==> src/hw/pbs_pkg.sv <==
/*
 * Package for the pushbutton power sequencer: timing constants, state
 * enumeration and the open-drain pin carrier.
 * Assumes a 10 MHz system clock and millisecond timer resolution.
 */
package pbs_pkg;

    // --------------------------------------------------------------------
    // Clock and time base
    // --------------------------------------------------------------------
    localparam int unsigned CLK_PERIOD_NS = 100;
    localparam int unsigned TICK_US = 1000;
    localparam int unsigned TICK_CYCLES = TICK_US * 1000 / CLK_PERIOD_NS;
    localparam int unsigned KILL_QUAL_NS = 30000;
    localparam int unsigned KILL_QUAL_CYC =
        (KILL_QUAL_NS + CLK_PERIOD_NS - 1) / CLK_PERIOD_NS;

    // --------------------------------------------------------------------
    // Timer lengths in milliseconds
    // --------------------------------------------------------------------
    localparam int unsigned TMR_W = 16;
    localparam int unsigned DB_ON_MS = 32;
    localparam int unsigned BLANK_MS = 512;
    localparam int unsigned REL_DB_MS = 32;
    localparam int unsigned DB_OFF_MS = 32;
    localparam int unsigned INT_MIN_MS = 32;
    localparam int unsigned PD_MIN_MS = 64;
    localparam int unsigned LOCKOUT_MS = 256;
    localparam int unsigned PD_CYCLES = 16;
    localparam int unsigned KILL_W = 9;
    localparam int unsigned TICK_W = 16;

    // --------------------------------------------------------------------
    // Types
    // --------------------------------------------------------------------
    typedef enum logic [3:0] {
        ST_IDLE,
        ST_ON_DB,
        ST_BLANK,
        ST_REL_DB,
        ST_RUN,
        ST_OFF_DB,
        ST_INT_MIN,
        ST_PDT,
        ST_LOCK
    } pbs_state_e;

    typedef struct packed {
        logic o;
        logic oe;
    } pbs_od_s;

endpackage

==> src/hw/pbs_sequencer.sv <==
/*
 * Pushbutton power sequencer: debounces the button, drives the open-drain
 * supply enable and power-down interrupt, and watches the shutdown input.
 * Assumes pull-ups on both open-drain pins and a 10 MHz clock.
 */
//
// Functional notes
// - Enable asserts after button held low 32ms plus on extension; high restarts.
// - Asserting the enable starts a 512ms blanking timer.
// - Shutdown still low at blanking end aborts power-on, enable drops then.
// - During blanking both shutdown input and button are ignored.
// - After blanking, button release is debounced for 32ms before monitoring.
// - Falling button starts 32ms debounce; interrupt asserts after; high resets.
// - Interrupt stays asserted at least 32ms even if button released, unless the shutdown input qualifies first.
// - Button low after 32ms starts power-down timer; early release ends interrupt.
// - Interrupt alone never changes the enable.
// - Holding for 16 power-down cycles releases enable and interrupt at once.
// - In normal operation shutdown low held for 30us releases the enable.
// - After shutdown release, button is ignored for 256ms lockout.
// - After power-down, idle waits only for a new falling button edge.
// - Enable polarity is a build option, active-high or active-low.
// - Shutdown low counts after persisting 30us; enable releases then.
// - With no off extension, forced power-down hold time is 64ms.
// - Forced power-down hold time is 64ms plus the off extension rounded down to a multiple of 16ms.
// - Interrupt stays asserted while the button stays pressed, until the power-down timer ends.
// - At reset the enable is deasserted and the interrupt released.
`timescale 1ns/100ps

module pbs_sequencer
    import pbs_pkg::*;
#(
    parameter int unsigned TICK_LEN = TICK_CYCLES,
    parameter logic EN_ACTIVE_HIGH = 1'b1,
    parameter int unsigned on_time_extension = 0,
    parameter int unsigned off_time_extension = 0
) (
    // Clock and reset
    input wire logic clk,
    input wire logic nrst,
    // Pushbutton and shutdown inputs
    input wire logic pushbutton_n,
    input wire logic shutdown_n,
    // Open-drain supply enable
    input wire logic en_in,
    output pbs_od_s en_pin,
    // Open-drain power-down interrupt
    input wire logic int_in,
    output pbs_od_s int_pin
);

    localparam logic [TMR_W-1:0] ON_LAST = TMR_W'(DB_ON_MS + on_time_extension - 1);
    localparam logic [TMR_W-1:0] BLANK_LAST = TMR_W'(BLANK_MS - 1);
    localparam logic [TMR_W-1:0] REL_LAST = TMR_W'(REL_DB_MS - 1);
    localparam logic [TMR_W-1:0] OFF_LAST = TMR_W'(DB_OFF_MS - 1);
    localparam logic [TMR_W-1:0] INT_LAST = TMR_W'(INT_MIN_MS - 1);
    localparam logic [TMR_W-1:0] LOCK_LAST = TMR_W'(LOCKOUT_MS - 1);
    localparam int unsigned PD_CYC_MS = off_time_extension / PD_CYCLES;
    localparam int unsigned PD_EXT_MS = PD_CYC_MS * PD_CYCLES;
    localparam logic [TMR_W-1:0] PD_LAST = TMR_W'(PD_EXT_MS - 1);
    localparam logic [TICK_W-1:0] TICK_LAST = TICK_W'(TICK_LEN - 1);
    localparam logic [KILL_W-1:0] KILL_FULL = KILL_W'(KILL_QUAL_CYC);
    localparam logic PD_NONE = (PD_EXT_MS == 0);

    pbs_state_e st_r;
    pbs_state_e st_nxt;
    logic pb_lvl;
    logic kill_lvl;
    logic pb_prev_r;
    logic [TICK_W-1:0] tick_cnt_r;
    logic tick;
    logic [TMR_W-1:0] tmr_r;
    logic tmr_clr;
    logic [KILL_W-1:0] kill_cnt_r;
    logic kill_valid;
    logic en_on_r;
    logic int_on_r;
    logic en_on_nxt;
    logic int_on_nxt;
    logic pb_low;
    logic pb_fall;
    logic monitor;
    logic on_done;
    logic blank_done;
    logic rel_done;
    logic off_done;
    logic int_done;
    logic pd_done;
    logic lock_done;

    // --------------------------------------------------------------------
    // Input synchronisers
    // --------------------------------------------------------------------
    pbs_sync #(.RST_VAL(1'b1)) u_pb_sync (
        .clk(clk),
        .nrst(nrst),
        .pin(pushbutton_n),
        .lvl(pb_lvl)
    );

    pbs_sync #(.RST_VAL(1'b0)) u_kill_sync (
        .clk(clk),
        .nrst(nrst),
        .pin(shutdown_n),
        .lvl(kill_lvl)
    );

    assign pb_low = !pb_lvl;
    assign pb_fall = pb_prev_r && !pb_lvl;

    always_ff @(posedge clk or negedge nrst) begin
        if (!nrst) begin
            pb_prev_r <= 1'b1;
        end else begin
            pb_prev_r <= pb_lvl;
        end
    end

    // --------------------------------------------------------------------
    // Millisecond time base, realigned whenever a timer restarts
    // --------------------------------------------------------------------
    assign tick = (tick_cnt_r == TICK_LAST);

    always_ff @(posedge clk or negedge nrst) begin
        if (!nrst) begin
            tick_cnt_r <= '0;
        end else if (tmr_clr || tick) begin
            tick_cnt_r <= '0;
        end else begin
            tick_cnt_r <= tick_cnt_r + 1'b1;
        end
    end

    // --------------------------------------------------------------------
    // Millisecond timer shared by all states
    // --------------------------------------------------------------------
    assign tmr_clr = (st_nxt != st_r) || ((st_r == ST_REL_DB) && pb_low);

    always_ff @(posedge clk or negedge nrst) begin
        if (!nrst) begin
            tmr_r <= '0;
        end else if (tmr_clr) begin
            tmr_r <= '0;
        end else if (tick) begin
            tmr_r <= tmr_r + 1'b1;
        end
    end

    assign on_done = tick && (tmr_r == ON_LAST);
    assign blank_done = tick && (tmr_r == BLANK_LAST);
    assign rel_done = tick && (tmr_r == REL_LAST);
    assign off_done = tick && (tmr_r == OFF_LAST);
    assign int_done = tick && (tmr_r == INT_LAST);
    assign pd_done = tick && (tmr_r == PD_LAST);
    assign lock_done = tick && (tmr_r == LOCK_LAST);

    // --------------------------------------------------------------------
    // Shutdown input qualification
    // --------------------------------------------------------------------
    assign kill_valid = (kill_cnt_r == KILL_FULL);

    always_ff @(posedge clk or negedge nrst) begin
        if (!nrst) begin
            kill_cnt_r <= '0;
        end else if (kill_lvl) begin
            kill_cnt_r <= '0;
        end else if (!kill_valid) begin
            kill_cnt_r <= kill_cnt_r + 1'b1;
        end
    end

    assign monitor = (st_r == ST_REL_DB) || (st_r == ST_RUN) || (st_r == ST_OFF_DB) ||
                     (st_r == ST_INT_MIN) || (st_r == ST_PDT);

    // --------------------------------------------------------------------
    // Sequencer state machine
    // --------------------------------------------------------------------
    always_comb begin
        st_nxt = st_r;
        en_on_nxt = en_on_r;
        int_on_nxt = int_on_r;
        if (monitor && kill_valid) begin
            st_nxt = ST_LOCK;
            en_on_nxt = 1'b0;
            int_on_nxt = 1'b0;
        end else begin
            unique case (st_r)
                ST_IDLE: begin
                    if (pb_fall) begin
                        st_nxt = ST_ON_DB;
                    end
                end
                ST_ON_DB: begin
                    if (!pb_low) begin
                        st_nxt = ST_IDLE;
                    end else if (on_done) begin
                        st_nxt = ST_BLANK;
                        en_on_nxt = 1'b1;
                    end
                end
                ST_BLANK: begin
                    if (blank_done) begin
                        if (!kill_lvl) begin
                            st_nxt = ST_LOCK;
                            en_on_nxt = 1'b0;
                        end else begin
                            st_nxt = ST_REL_DB;
                        end
                    end
                end
                ST_REL_DB: begin
                    if (rel_done && !pb_low) begin
                        st_nxt = ST_RUN;
                    end
                end
                ST_RUN: begin
                    if (pb_low) begin
                        st_nxt = ST_OFF_DB;
                    end
                end
                ST_OFF_DB: begin
                    if (!pb_low) begin
                        st_nxt = ST_RUN;
                    end else if (off_done) begin
                        st_nxt = ST_INT_MIN;
                        int_on_nxt = 1'b1;
                    end
                end
                ST_INT_MIN: begin
                    if (int_done) begin
                        if (!pb_low) begin
                            st_nxt = ST_RUN;
                            int_on_nxt = 1'b0;
                        end else if (PD_NONE) begin
                            st_nxt = ST_IDLE;
                            en_on_nxt = 1'b0;
                            int_on_nxt = 1'b0;
                        end else begin
                            st_nxt = ST_PDT;
                        end
                    end
                end
                ST_PDT: begin
                    if (!pb_low) begin
                        st_nxt = ST_RUN;
                        int_on_nxt = 1'b0;
                    end else if (pd_done) begin
                        st_nxt = ST_IDLE;
                        en_on_nxt = 1'b0;
                        int_on_nxt = 1'b0;
                    end
                end
                ST_LOCK: begin
                    if (lock_done) begin
                        st_nxt = ST_IDLE;
                    end
                end
            endcase
        end
    end

    always_ff @(posedge clk or negedge nrst) begin
        if (!nrst) begin
            st_r <= ST_IDLE;
        end else begin
            st_r <= st_nxt;
        end
    end

    always_ff @(posedge clk or negedge nrst) begin
        if (!nrst) begin
            en_on_r <= 1'b0;
            int_on_r <= 1'b0;
        end else begin
            en_on_r <= en_on_nxt;
            int_on_r <= int_on_nxt;
        end
    end

    // --------------------------------------------------------------------
    // Open-drain pin drivers
    // --------------------------------------------------------------------
    always_ff @(posedge clk or negedge nrst) begin
        if (!nrst) begin
            en_pin <= '{o: 1'b0, oe: EN_ACTIVE_HIGH};
            int_pin <= '{o: 1'b0, oe: 1'b0};
        end else begin
            en_pin.o <= 1'b0;
            en_pin.oe <= en_on_nxt ^ EN_ACTIVE_HIGH;
            int_pin.o <= 1'b0;
            int_pin.oe <= int_on_nxt;
        end
    end

    // --------------------------------------------------------------------
    // Assertions
    // --------------------------------------------------------------------
    en_rise_a: assert property (@(posedge clk) disable iff (!nrst)
        $rose(en_on_r) |-> $past(st_r) == ST_ON_DB && $past(pb_low) && $past(tick))
        else $error("Enable rose without a full qualified press.");

    blank_start_a: assert property (@(posedge clk) disable iff (!nrst)
        $rose(en_on_r) |-> st_r == ST_BLANK && tmr_r == '0)
        else $error("Blanking did not start with the enable.");

    abort_on_a: assert property (@(posedge clk) disable iff (!nrst)
        (st_r == ST_BLANK && blank_done && !kill_lvl) |=> !en_on_r && en_pin.oe == EN_ACTIVE_HIGH)
        else $error("Power-on not aborted with shutdown input low.");

    blank_hold_a: assert property (@(posedge clk) disable iff (!nrst)
        (st_r == ST_BLANK && !blank_done) |=> st_r == ST_BLANK && en_on_r)
        else $error("Blanking window left early.");

    rel_db_a: assert property (@(posedge clk) disable iff (!nrst)
        (st_r == ST_REL_DB && pb_low && !kill_valid) |=> st_r == ST_REL_DB && tmr_r == '0)
        else $error("Release debounce did not restart.");

    int_min_a: assert property (@(posedge clk) disable iff (!nrst)
        (st_r == ST_INT_MIN && !int_done && !kill_valid) |=> int_on_r && int_pin.oe)
        else $error("Interrupt dropped before its minimum width.");

    int_keep_en_a: assert property (@(posedge clk) disable iff (!nrst)
        ($fell(int_on_r) && !$past(pb_low) && !$past(kill_valid)) |-> en_on_r)
        else $error("Enable changed with the interrupt alone.");

    int_rise_en_a: assert property (@(posedge clk) disable iff (!nrst)
        $rose(int_on_r) |-> en_on_r && $stable(en_on_r))
        else $error("Enable changed as the interrupt asserted.");

    pd_release_a: assert property (@(posedge clk) disable iff (!nrst)
        (st_r == ST_PDT && pb_low && pd_done && !kill_valid) |=> !en_on_r && !int_on_r
        ##1 !int_pin.oe)
        else $error("Long press did not release both outputs.");

    kill_off_a: assert property (@(posedge clk) disable iff (!nrst)
        (monitor && kill_valid) |=> st_r == ST_LOCK && !en_on_r)
        else $error("Shutdown input did not release the enable.");

    lockout_a: assert property (@(posedge clk) disable iff (!nrst)
        (st_r == ST_LOCK && !lock_done) |=> st_r == ST_LOCK && !en_on_r)
        else $error("Lockout left early.");

    kill_qual_a: assert property (@(posedge clk) disable iff (!nrst)
        $rose(kill_valid) |-> !kill_lvl && $past(kill_cnt_r) == KILL_FULL - 1'b1)
        else $error("Shutdown input qualified at the wrong time.");

endmodule

==> src/hw/pbs_sync.sv <==
/*
 * Three-stage input synchroniser with agreement filter.
 * Assumes the input is asynchronous to clk; the output changes only when
 * the second and third stages agree.
 */
`timescale 1ns/100ps

module pbs_sync #(
    parameter logic RST_VAL = 1'b1
) (
    // Clock and reset
    input wire logic clk,
    input wire logic nrst,
    // Pin and filtered level
    input wire logic pin,
    output logic lvl
);

    logic s1_r;
    logic s2_r;
    logic s3_r;

    // --------------------------------------------------------------------
    // Synchroniser chain
    // --------------------------------------------------------------------
    always_ff @(posedge clk or negedge nrst) begin
        if (!nrst) begin
            s1_r <= RST_VAL;
            s2_r <= RST_VAL;
            s3_r <= RST_VAL;
        end else begin
            s1_r <= pin;
            s2_r <= s1_r;
            s3_r <= s2_r;
        end
    end

    // --------------------------------------------------------------------
    // Agreement filter
    // --------------------------------------------------------------------
    always_ff @(posedge clk or negedge nrst) begin
        if (!nrst) begin
            lvl <= RST_VAL;
        end else if (s2_r == s3_r) begin
            lvl <= s3_r;
        end
    end

endmodule

==> config.mk <==
export PLATFORM = sky130hd
export DESIGN_NAME = pbs_sequencer
export DESIGN_NICKNAME = d
export VERILOG_FILES = /design/src/hw/pbs_pkg.sv /design/src/hw/pbs_sequencer.sv /design/src/hw/pbs_sync.sv
export SDC_FILE = /design/constraint.sdc
export NUM_CORES = 1
export LEC_CHECK = 0
export ABC_CLOCK_PERIOD_IN_PS = 3040
export BUFFER_PORTS_ARGS = -buffer_cell sky130_fd_sc_hd__buf_4
export CORE_MARGIN = 1
export CORE_UTILIZATION = 33
export CTS_BUF_LIST = sky130_fd_sc_hd__clkbuf_16
export DETAILED_ROUTE_END_ITERATION = 8
export PLACE_DENSITY = 0.6
export SYNTH_ARGS = -nofsm -noshare
export SYNTH_HDL_FRONTEND = slang
export SYNTH_SLANG_ARGS = --single-unit
==> constraint.sdc <==
create_clock -name clk -period 3.04 [get_ports clk]
set_clock_uncertainty 0.15 [all_clocks]
set_input_delay 0.304 -clock clk [delete_from_list [all_inputs] [get_ports clk]]
set_output_delay 0.304 -clock clk [all_outputs]
set_load 0.01 [all_outputs]
==> qor.yml, run 1 <==
status: "finished, final reports clean"
vias: 2612
final_core_util: 0.399
track_usage: 0.150
tns_ps: 0
tritoncts: "built"
finalMaxSlewViolations: 0
worstSetupEndpointType: "flip-flop"
place.gp.congestion: 0.882
synthAdderAreaFrac: 0.0209
die_w_um: 103
clock_sinks: 57
ys_types: 60
area_growth_pct: 16.9
worst_slew_pin_slew_ps: 727
yosys.area_share.simple: 0.295
clockBufferDepth: 2
synth_commonest_cells: "dfrtp_1, nor2_1, nand2_1"
rows: 36
setup_violations: 0
drive_above_1_share: 0.207
cp_max_fo: 20
die_h_um: 103
cp-endpoint: "tick_cnt_r[8]$_DFF_PN0_"
use_met2: 0.243
grt_pass1_wl_um: 12200
finalWorstSetupSlack_ps: 117
dpl_worst_slack_ps: 80.8
synth-compound-area-share: 0.104
yosysTopAreaCell: "dfrtp_1"
clock_latency_ps: 330
syn_inst: 355
synth-seq-cells: 57
synthArstFlopShare: 1.00
drtAntennaViolNets: 0
post-route-drc-count: 0
critPathKind: "flip-flop to flip-flop"
drv_cap: 0
ys_top_cells_by_area: "dfrtp_1, xor2_1, dfstp_2"
busiest_layer: "met2"
postCtsSetupBuffers: 0
antenna_found_initial: 0
cellPowerDensity_nw_per_um2: 741
grt_pass1_vias: 2613
synth.most_common_cell: "dfrtp_1"
ir_drop_mv: 0.601
synthXorXnorAreaFrac: 0.0968
ys_seq_area_frac: 0.428
final_hold_viol_count: 0
met1_usage: 0.192
hp-class: "flip-flop to flip-flop"
r2r_start: "tmr_r[13]$_DFFE_PN0P_"
muxShareOfSynthArea: 0.00897
met3_usage: 0.0407
worst_setup_path_start_kind: "flip-flop"
p_leak_nw: 1.59
cp-startpoint: "tmr_r[13]$_DFFE_PN0P_"
fin_crit_ps: 2920
first_iter_violations: 86
cts.clk_slew.worst_paths_ps: 50
io_pins: 10
synth-edff-count: 0
syn-cell-area_sq_um: 3350
rrSetupSlack_ps: 120
post-dp-hpwl_um: 4810
cp_cell_sequence: "or4_1 > or2_1 > or4_4 > nor4b_4 > o221ai_2 > o2111ai_4 > buf_12 > nor3_2"
cts-buffers-inserted: 9
rsz0062_at_grt: "no"
ys.flop_type: "dfrtp_1"
postSynthAreaPerCell_sq_um: 9.43
worstPathArrival_ps: 2980
fmax_mhz: 342
dr.pass1.iters: 4
relSlewSlack: 0.515
whs_path_depth: 0
fp.coreArea_sq_um: 9820
portBuffers: 5
cp_slowest_stage_delay_ps: 550
routed_wl_um: 7060
root_buffer: "clkbuf_16"
crit_slowest_cell: "or4_1"
synth_top_area_frac: 0.381
initial_utilization: 0.341
wl_per_cell_um: 13.9
ys_warn_count: 0
antenna_cells: 0
critPathRequiredTime_ps: 3100
grt_overflow: 0
r2r.worst_path.cells: 8
hold_ws_ps: 202
fin_nets: 381
grt_max_degree: 58
synth_top_family_by_area: "simple AND/OR/NAND/NOR gates"
fin_crit_sh: 0.962
h-tree-depth: 3
die_area_sq_um: 10500
routed_via_density: 5.13
reg2reg_to: "tick_cnt_r[8]$_DFF_PN0_"
-- flip-flops by register name (all words and copies together), names as in the netlist --
name              flops
u_pb_sync.s3_r        1
u_kill_sync.s1_r      1
u_pb_sync.s2_r        1
pb_prev_r             1
u_pb_sync.s1_r        1
tmr_r                16
en_pin                1
kill_cnt_r            9
en_on_r               1
int_pin               1
tick_cnt_r           16
u_pb_sync.lvl         1
u_kill_sync.lvl       1
u_kill_sync.s3_r      1
u_kill_sync.s2_r      1
st_r                  4
-- worst max-delay path, delay by kind of cell (launching register included) --
| kind | cells | cell delay (ps) |
|---|---|---|
| compound gates | 2 | 300 |
| flops | 1 | 370 |
| simple gates | 5 | 1760 |
| buf+inv | 1 | 230 |
-- final cells by class --
class / count / area, sq um
multi-input cells: 268 / 1770
fillers: 1024 / 5910
flip-flops and latches: 57 / 1430
repair buffers: 24 / 213
well taps: 133 / 166
clock buffers: 9 / 225
inverters: 11 / 41.3
clock inverters: 7 / 63.8
-- power breakdown --
group | total (mW) | switching (mW) | internal [mW]
sequential | 0.942 | 0.124 | 0.818
clock | 0.975 | 0.349 | 0.625
combinational | 0.985 | 0.583 | 0.402
total | 2.90 | 1.06 | 1.84
-- through the flow --
step / power (mW) / area [sq um] / cells
after CTS: 2.93 / 3910 / 509
final: 2.90 / 3910 / 509
after floorplan: 1.65 / 3350 / 356
after detailed placement: 1.93 / 3590 / 490
after global placement: 1.92 / 3590 / 490
after global routing: 3.07 / 3910 / 509
-- what timing repair did --
item / in CTS / in global routing
hold buffers: 3 / 0
setup endpoints to repair: 0 / 22
hold endpoints to repair: 53 / 0
gates resized for setup: 0 / 1
-- cells by family (layout without fill, tap and decap cells) --
logic type,after synthesis,after routing
AO/OA/AOI/OAI,48,48
XOR/XNOR,37,37
buffers and inverters,31,51
multiplexers,3,3
AND/OR/NAND/NOR,172,172
flip-flops,57,57
adder cells (fa/ha/maj),6,6
other,1,2
-- how the worst min path moves through the flow --
stage                          startpoint                    endpoint  slack [ps]
3_5_place_dp   u_kill_sync.s1_r$_DFF_PN0_  u_kill_sync.s2_r$_DFF_PN0_         190
4_1_cts        u_kill_sync.s1_r$_DFF_PN0_  u_kill_sync.s2_r$_DFF_PN0_         210
5_1_grt        u_kill_sync.s1_r$_DFF_PN0_  u_kill_sync.s2_r$_DFF_PN0_         210
2_1_floorplan                        nrst           en_on_r$_DFF_PN0_        -140
3_3_place_gp   u_kill_sync.s1_r$_DFF_PN0_  u_kill_sync.s2_r$_DFF_PN0_         180
6_report       u_kill_sync.s1_r$_DFF_PN0_  u_kill_sync.s2_r$_DFF_PN0_         200
-- metal layers --
metal  up-vias  wire length, um
met1      1282             3330
met5         -                0
met4         0               85
met2        34             3420
li1       1289                -
met3         7              222
-- layout by cell type (no fill, tap or decap), types with 7 or more instances in the layout --
cell,Yosys,layout
nor2_1,32,32
xor2_1,21,21
xnor2_1,16,16
nand4_1,15,15
inv_1,11,13
clkbuf_16,0,9
nand2_1,27,27
a21oi_1,12,12
nor3_1,9,9
dfrtp_1,51,51
o21ai_0,7,7
nand3_1,17,17
buf_4,3,19
nor2_2,23,23
Power figures use the tool's default switching activity.
==> inputs of run 2 (changes only) <==
--- a/config.mk
+++ b/config.mk
@@ -14,4 +14,5 @@
 export PLACE_DENSITY = 0.6
 export SYNTH_ARGS = -nofsm -noshare
 export SYNTH_HDL_FRONTEND = slang
+export SYNTH_HIERARCHICAL = 1
 export SYNTH_SLANG_ARGS = --single-unit
==> run 2 against run 1 <==
Combinational power decreased by 16%. Area after synthesis shrank 6.4%. Setup slack gained 78 ps. Clock power rose by 11%. Wire length fell by 8.0%. Synthesized cell count is 5.1% lower. Global-route usage down 0.29 points. Maximum frequency is 2.8% higher. Via count decreased by 4.9%. Largest cell class unchanged.
==> qor.yml, run 2 <==
dp.cells: 459  # -6.3%
r2r_start: "tick_cnt_r[11]$_DFF_PN0_"
cts_hold_buf: 3  # unchanged
worst_setup_path_start_kind: "flip-flop"
die_h_um: 99.4  # -3.2%
ff_latch_area_sq_um: 1430  # unchanged
cts-buffers-inserted: 9  # unchanged
relSlewSlack: 0.533  # +0.0184
critPathKind: "flip-flop to flip-flop"
initial_utilization: 0.341  # about the same
setup_violations: 0  # unchanged
post-route-drc-count: 0  # unchanged
track_usage: 0.147  # -0.00293
final_core_util: 0.407  # +0.00864
syn_inst: 337  # -5.1%
hp-class: "flip-flop to flip-flop"
final_cell_mix: "nor2_1, dfrtp_1, nand2_1"
r2r.worst_path.cells: 9  # +1
synth_top_area_frac: 0.407  # +0.0260
ys.flop_type: "dfrtp_1"
finalMaxSlewViolations: 0  # unchanged
whs_path_depth: 0  # unchanged
tritoncts: "built"
ys_warn_count: 6  # +6
postCtsSetupBuffers: 0  # unchanged
syn-cell-area_sq_um: 3130  # -6.4%
fp.coreArea_sq_um: 9200  # -6.3%
clockBufferDepth: 2  # unchanged
tns_ps: 0  # unchanged
routed_wl_um: 6490  # -8.0%
ys_types: 56  # -6.7%
die_area_sq_um: 9890  # -6.3%
cellPowerDensity_nw_per_um2: 739  # -0.33%
rsz0062_at_grt: "no"
reg2reg_to: "en_on_r$_DFF_PN0_"
fin_crit_sh: 0.936  # -0.0258
cts.clk_slew.worst_paths_ps: 60  # about the same
ys_seq_area_frac: 0.458  # +0.0293
worstPathArrival_ps: 2900  # -80 ps
die_w_um: 99.4  # -3.2%
ir_drop_mv: 0.409  # -32%
postSynthAreaPerCell_sq_um: 9.30  # -1.4%
drtAntennaViolNets: 0  # unchanged
critPathRequiredTime_ps: 3100  # about the same
final_common_cell: "nor2_1"
antenna_cells: 0  # unchanged
synth-edff-count: 0  # unchanged
root_buffer: "clkbuf_16"
synth.most_common_cell: "nor2_1"
h-tree-depth: 3  # unchanged
place.gp.congestion: 0.820  # -7.0%
multi_input_area_sq_um: 1560  # -12%
antenna_found_initial: 0  # unchanged
worstSetupEndpointType: "flip-flop"
fin_area_sq_um: 3740  # -4.3%
grt_overflow: 0  # unchanged
grt_pass1_wl_um: 11400  # -6.7%
dpl_worst_slack_ps: 208  # +127 ps
worst_slew_pin_slew_ps: 700  # -27.6 ps
grt_max_degree: 58  # unchanged
wl_per_cell_um: 13.6  # -2.0%
crit_slowest_cell: "or4b_1"
rrSetupSlack_ps: 200  # +80 ps
synthArstFlopShare: 1.00  # unchanged
drive_above_1_share: 0.166  # -0.0412
clock_sinks: 57  # unchanged
synth_commonest_cells: "nor2_1, dfrtp_1, nand2_1"
cpLargestDelayFamily: "simple AND/OR/NAND/NOR gates"
cp_max_fo: 4  # -80%
status: "finished, final reports clean"
drv_cap: 0  # unchanged
rows: 35  # -2.8%
cp_slowest_stage_delay_ps: 610  # +60 ps
instances_no_fill: 478  # -6.1%
dr.pass1.iters: 4  # unchanged
synth-seq-cells: 57  # unchanged
fmax_mhz: 352  # +2.8%
cts_resized: 0  # unchanged
vias: 2483  # -4.9%
io_pins: 10  # unchanged
p_leak_nw: 1.55  # -2.3%
clock_latency_ps: 330  # about the same
finalWorstSetupSlack_ps: 195  # +78.3 ps
hp-start: "u_kill_sync/s1_r$_DFF_PN0_"
postPlaceCellArea_sq_um: 3390  # -5.4%
final.fill_count: 911  # -11%
fin_crit_ps: 2840  # -78.3 ps
ys_top_cells_by_area: "dfrtp_1, nor2_1, xnor2_1"
timing.critical_path.buf_inv: 2  # +1
area_growth_pct: 19.5
whs_endpoint: "u_kill_sync/s2_r$_DFF_PN0_"
cp_cell_sequence: "or4b_1 > buf_4 > nor3_1 > buf_4 > nand3_1 > nor4_1 > nor2_1 > and3_1 > or3_1"
yosysTopAreaCell: "dfrtp_1"
first_iter_violations: 177  # +110%
routed_via_density: 5.19  # +1.2%
portBuffers: 5  # unchanged
grt_pass1_vias: 2372  # -9.2%
cp.depth: 9  # +1
final_hold_viol_count: 0  # unchanged
path_common_cell: "buf_4"
post-dp-hpwl_um: 4360  # -9.4%
largestRegisters: "tick_cnt_r (16), tmr_r (16), kill_cnt_r (9)"
fin_nets: 372  # -2.4%
## run 2: cell types whose count changed after synthesis, moves of 6 or more
cell / delta
nor3_1: +6
xor2_1: -8
nor2_2: -23
nor3_2: -6
xnor2_1: +8
nor2_1: +31
## run 2: logic make-up (layout without fill, tap and decap cells)
kind of cell               after synthesis  in the layout  synth area share
and+or+nand+nor                        171            171             0.288
buffers and inverters                   28             57            0.0443
adders and majority gates                6              6            0.0232
muxes                                    1              1           0.00320
xor gates and xnor gates                37             37             0.103
DFF                                     57             57             0.458
other                                    1              2           0.00120
AOI/OAI and AO/OA                       36             36            0.0795
## run 2: how the worst max path moves through the flow
stage / from / to
2_1_floorplan: tick_cnt_r[11]$_DFF_PN0_ / tick_cnt_r[10]$_DFF_PN0_
3_3_place_gp: tick_cnt_r[6]$_DFF_PN0_ / tick_cnt_r[8]$_DFF_PN0_
3_5_place_dp: tick_cnt_r[11]$_DFF_PN0_ / en_on_r$_DFF_PN0_
4_1_cts: tick_cnt_r[6]$_DFF_PN0_ / tick_cnt_r[8]$_DFF_PN0_
5_1_grt: tick_cnt_r[11]$_DFF_PN0_ / en_on_r$_DFF_PN0_
6_report: tick_cnt_r[11]$_DFF_PN0_ / en_on_r$_DFF_PN0_
## run 2: final cells by class
cell class | count | share of cell area
Clock buffer | 9 | 0.0601
Timing Repair Buffer | 27 | 0.0628
Clock inverter | 7 | 0.0254
Inverter | 14 | 0.0140
Sequential cell | 57 | 0.383
Multi-Input combinational cell | 253 | 0.418
Tap cell | 111 | 0.0371
## run 2: stage by stage
step | hold WS, ps | power [mW]
2_1_floorplan | -142 | 1.46
3_3_place_gp | 183 | 1.69
3_5_place_dp | 185 | 1.70
4_1_cts | 197 | 2.80
5_1_grt | 208 | 2.91
6_report | 195 | 2.77
## run 2: power breakdown
group          internal [mW]  switching, mW  total (mW)
Clock                  0.715          0.366        1.08
Sequential             0.816         0.0431       0.859
Combinational          0.351          0.476       0.828
## run 2: per-layer routing
layer / wire, um / share of wire / vias up / GRT usage
met5: 0 / 0 / - / 0
met1: 3170 / 0.49 / 1202 / 0.194
met3: 250 / 0.039 / 8 / 0.0485
li1: - / - / 1230 / -
met2: 2980 / 0.46 / 43 / 0.222
met4: 91 / 0.014 / 0 / 0.0645
## run 2: worst register-to-register path, cell delays in order, from the launching register on
cell and delay [ps]:
dfrtp_1 400, or4b_1 610, buf_4 190, nor3_1 130, buf_4 160, nand3_1 100, nor4_1 290, nor2_1 120
and3_1 210, or3_1 370
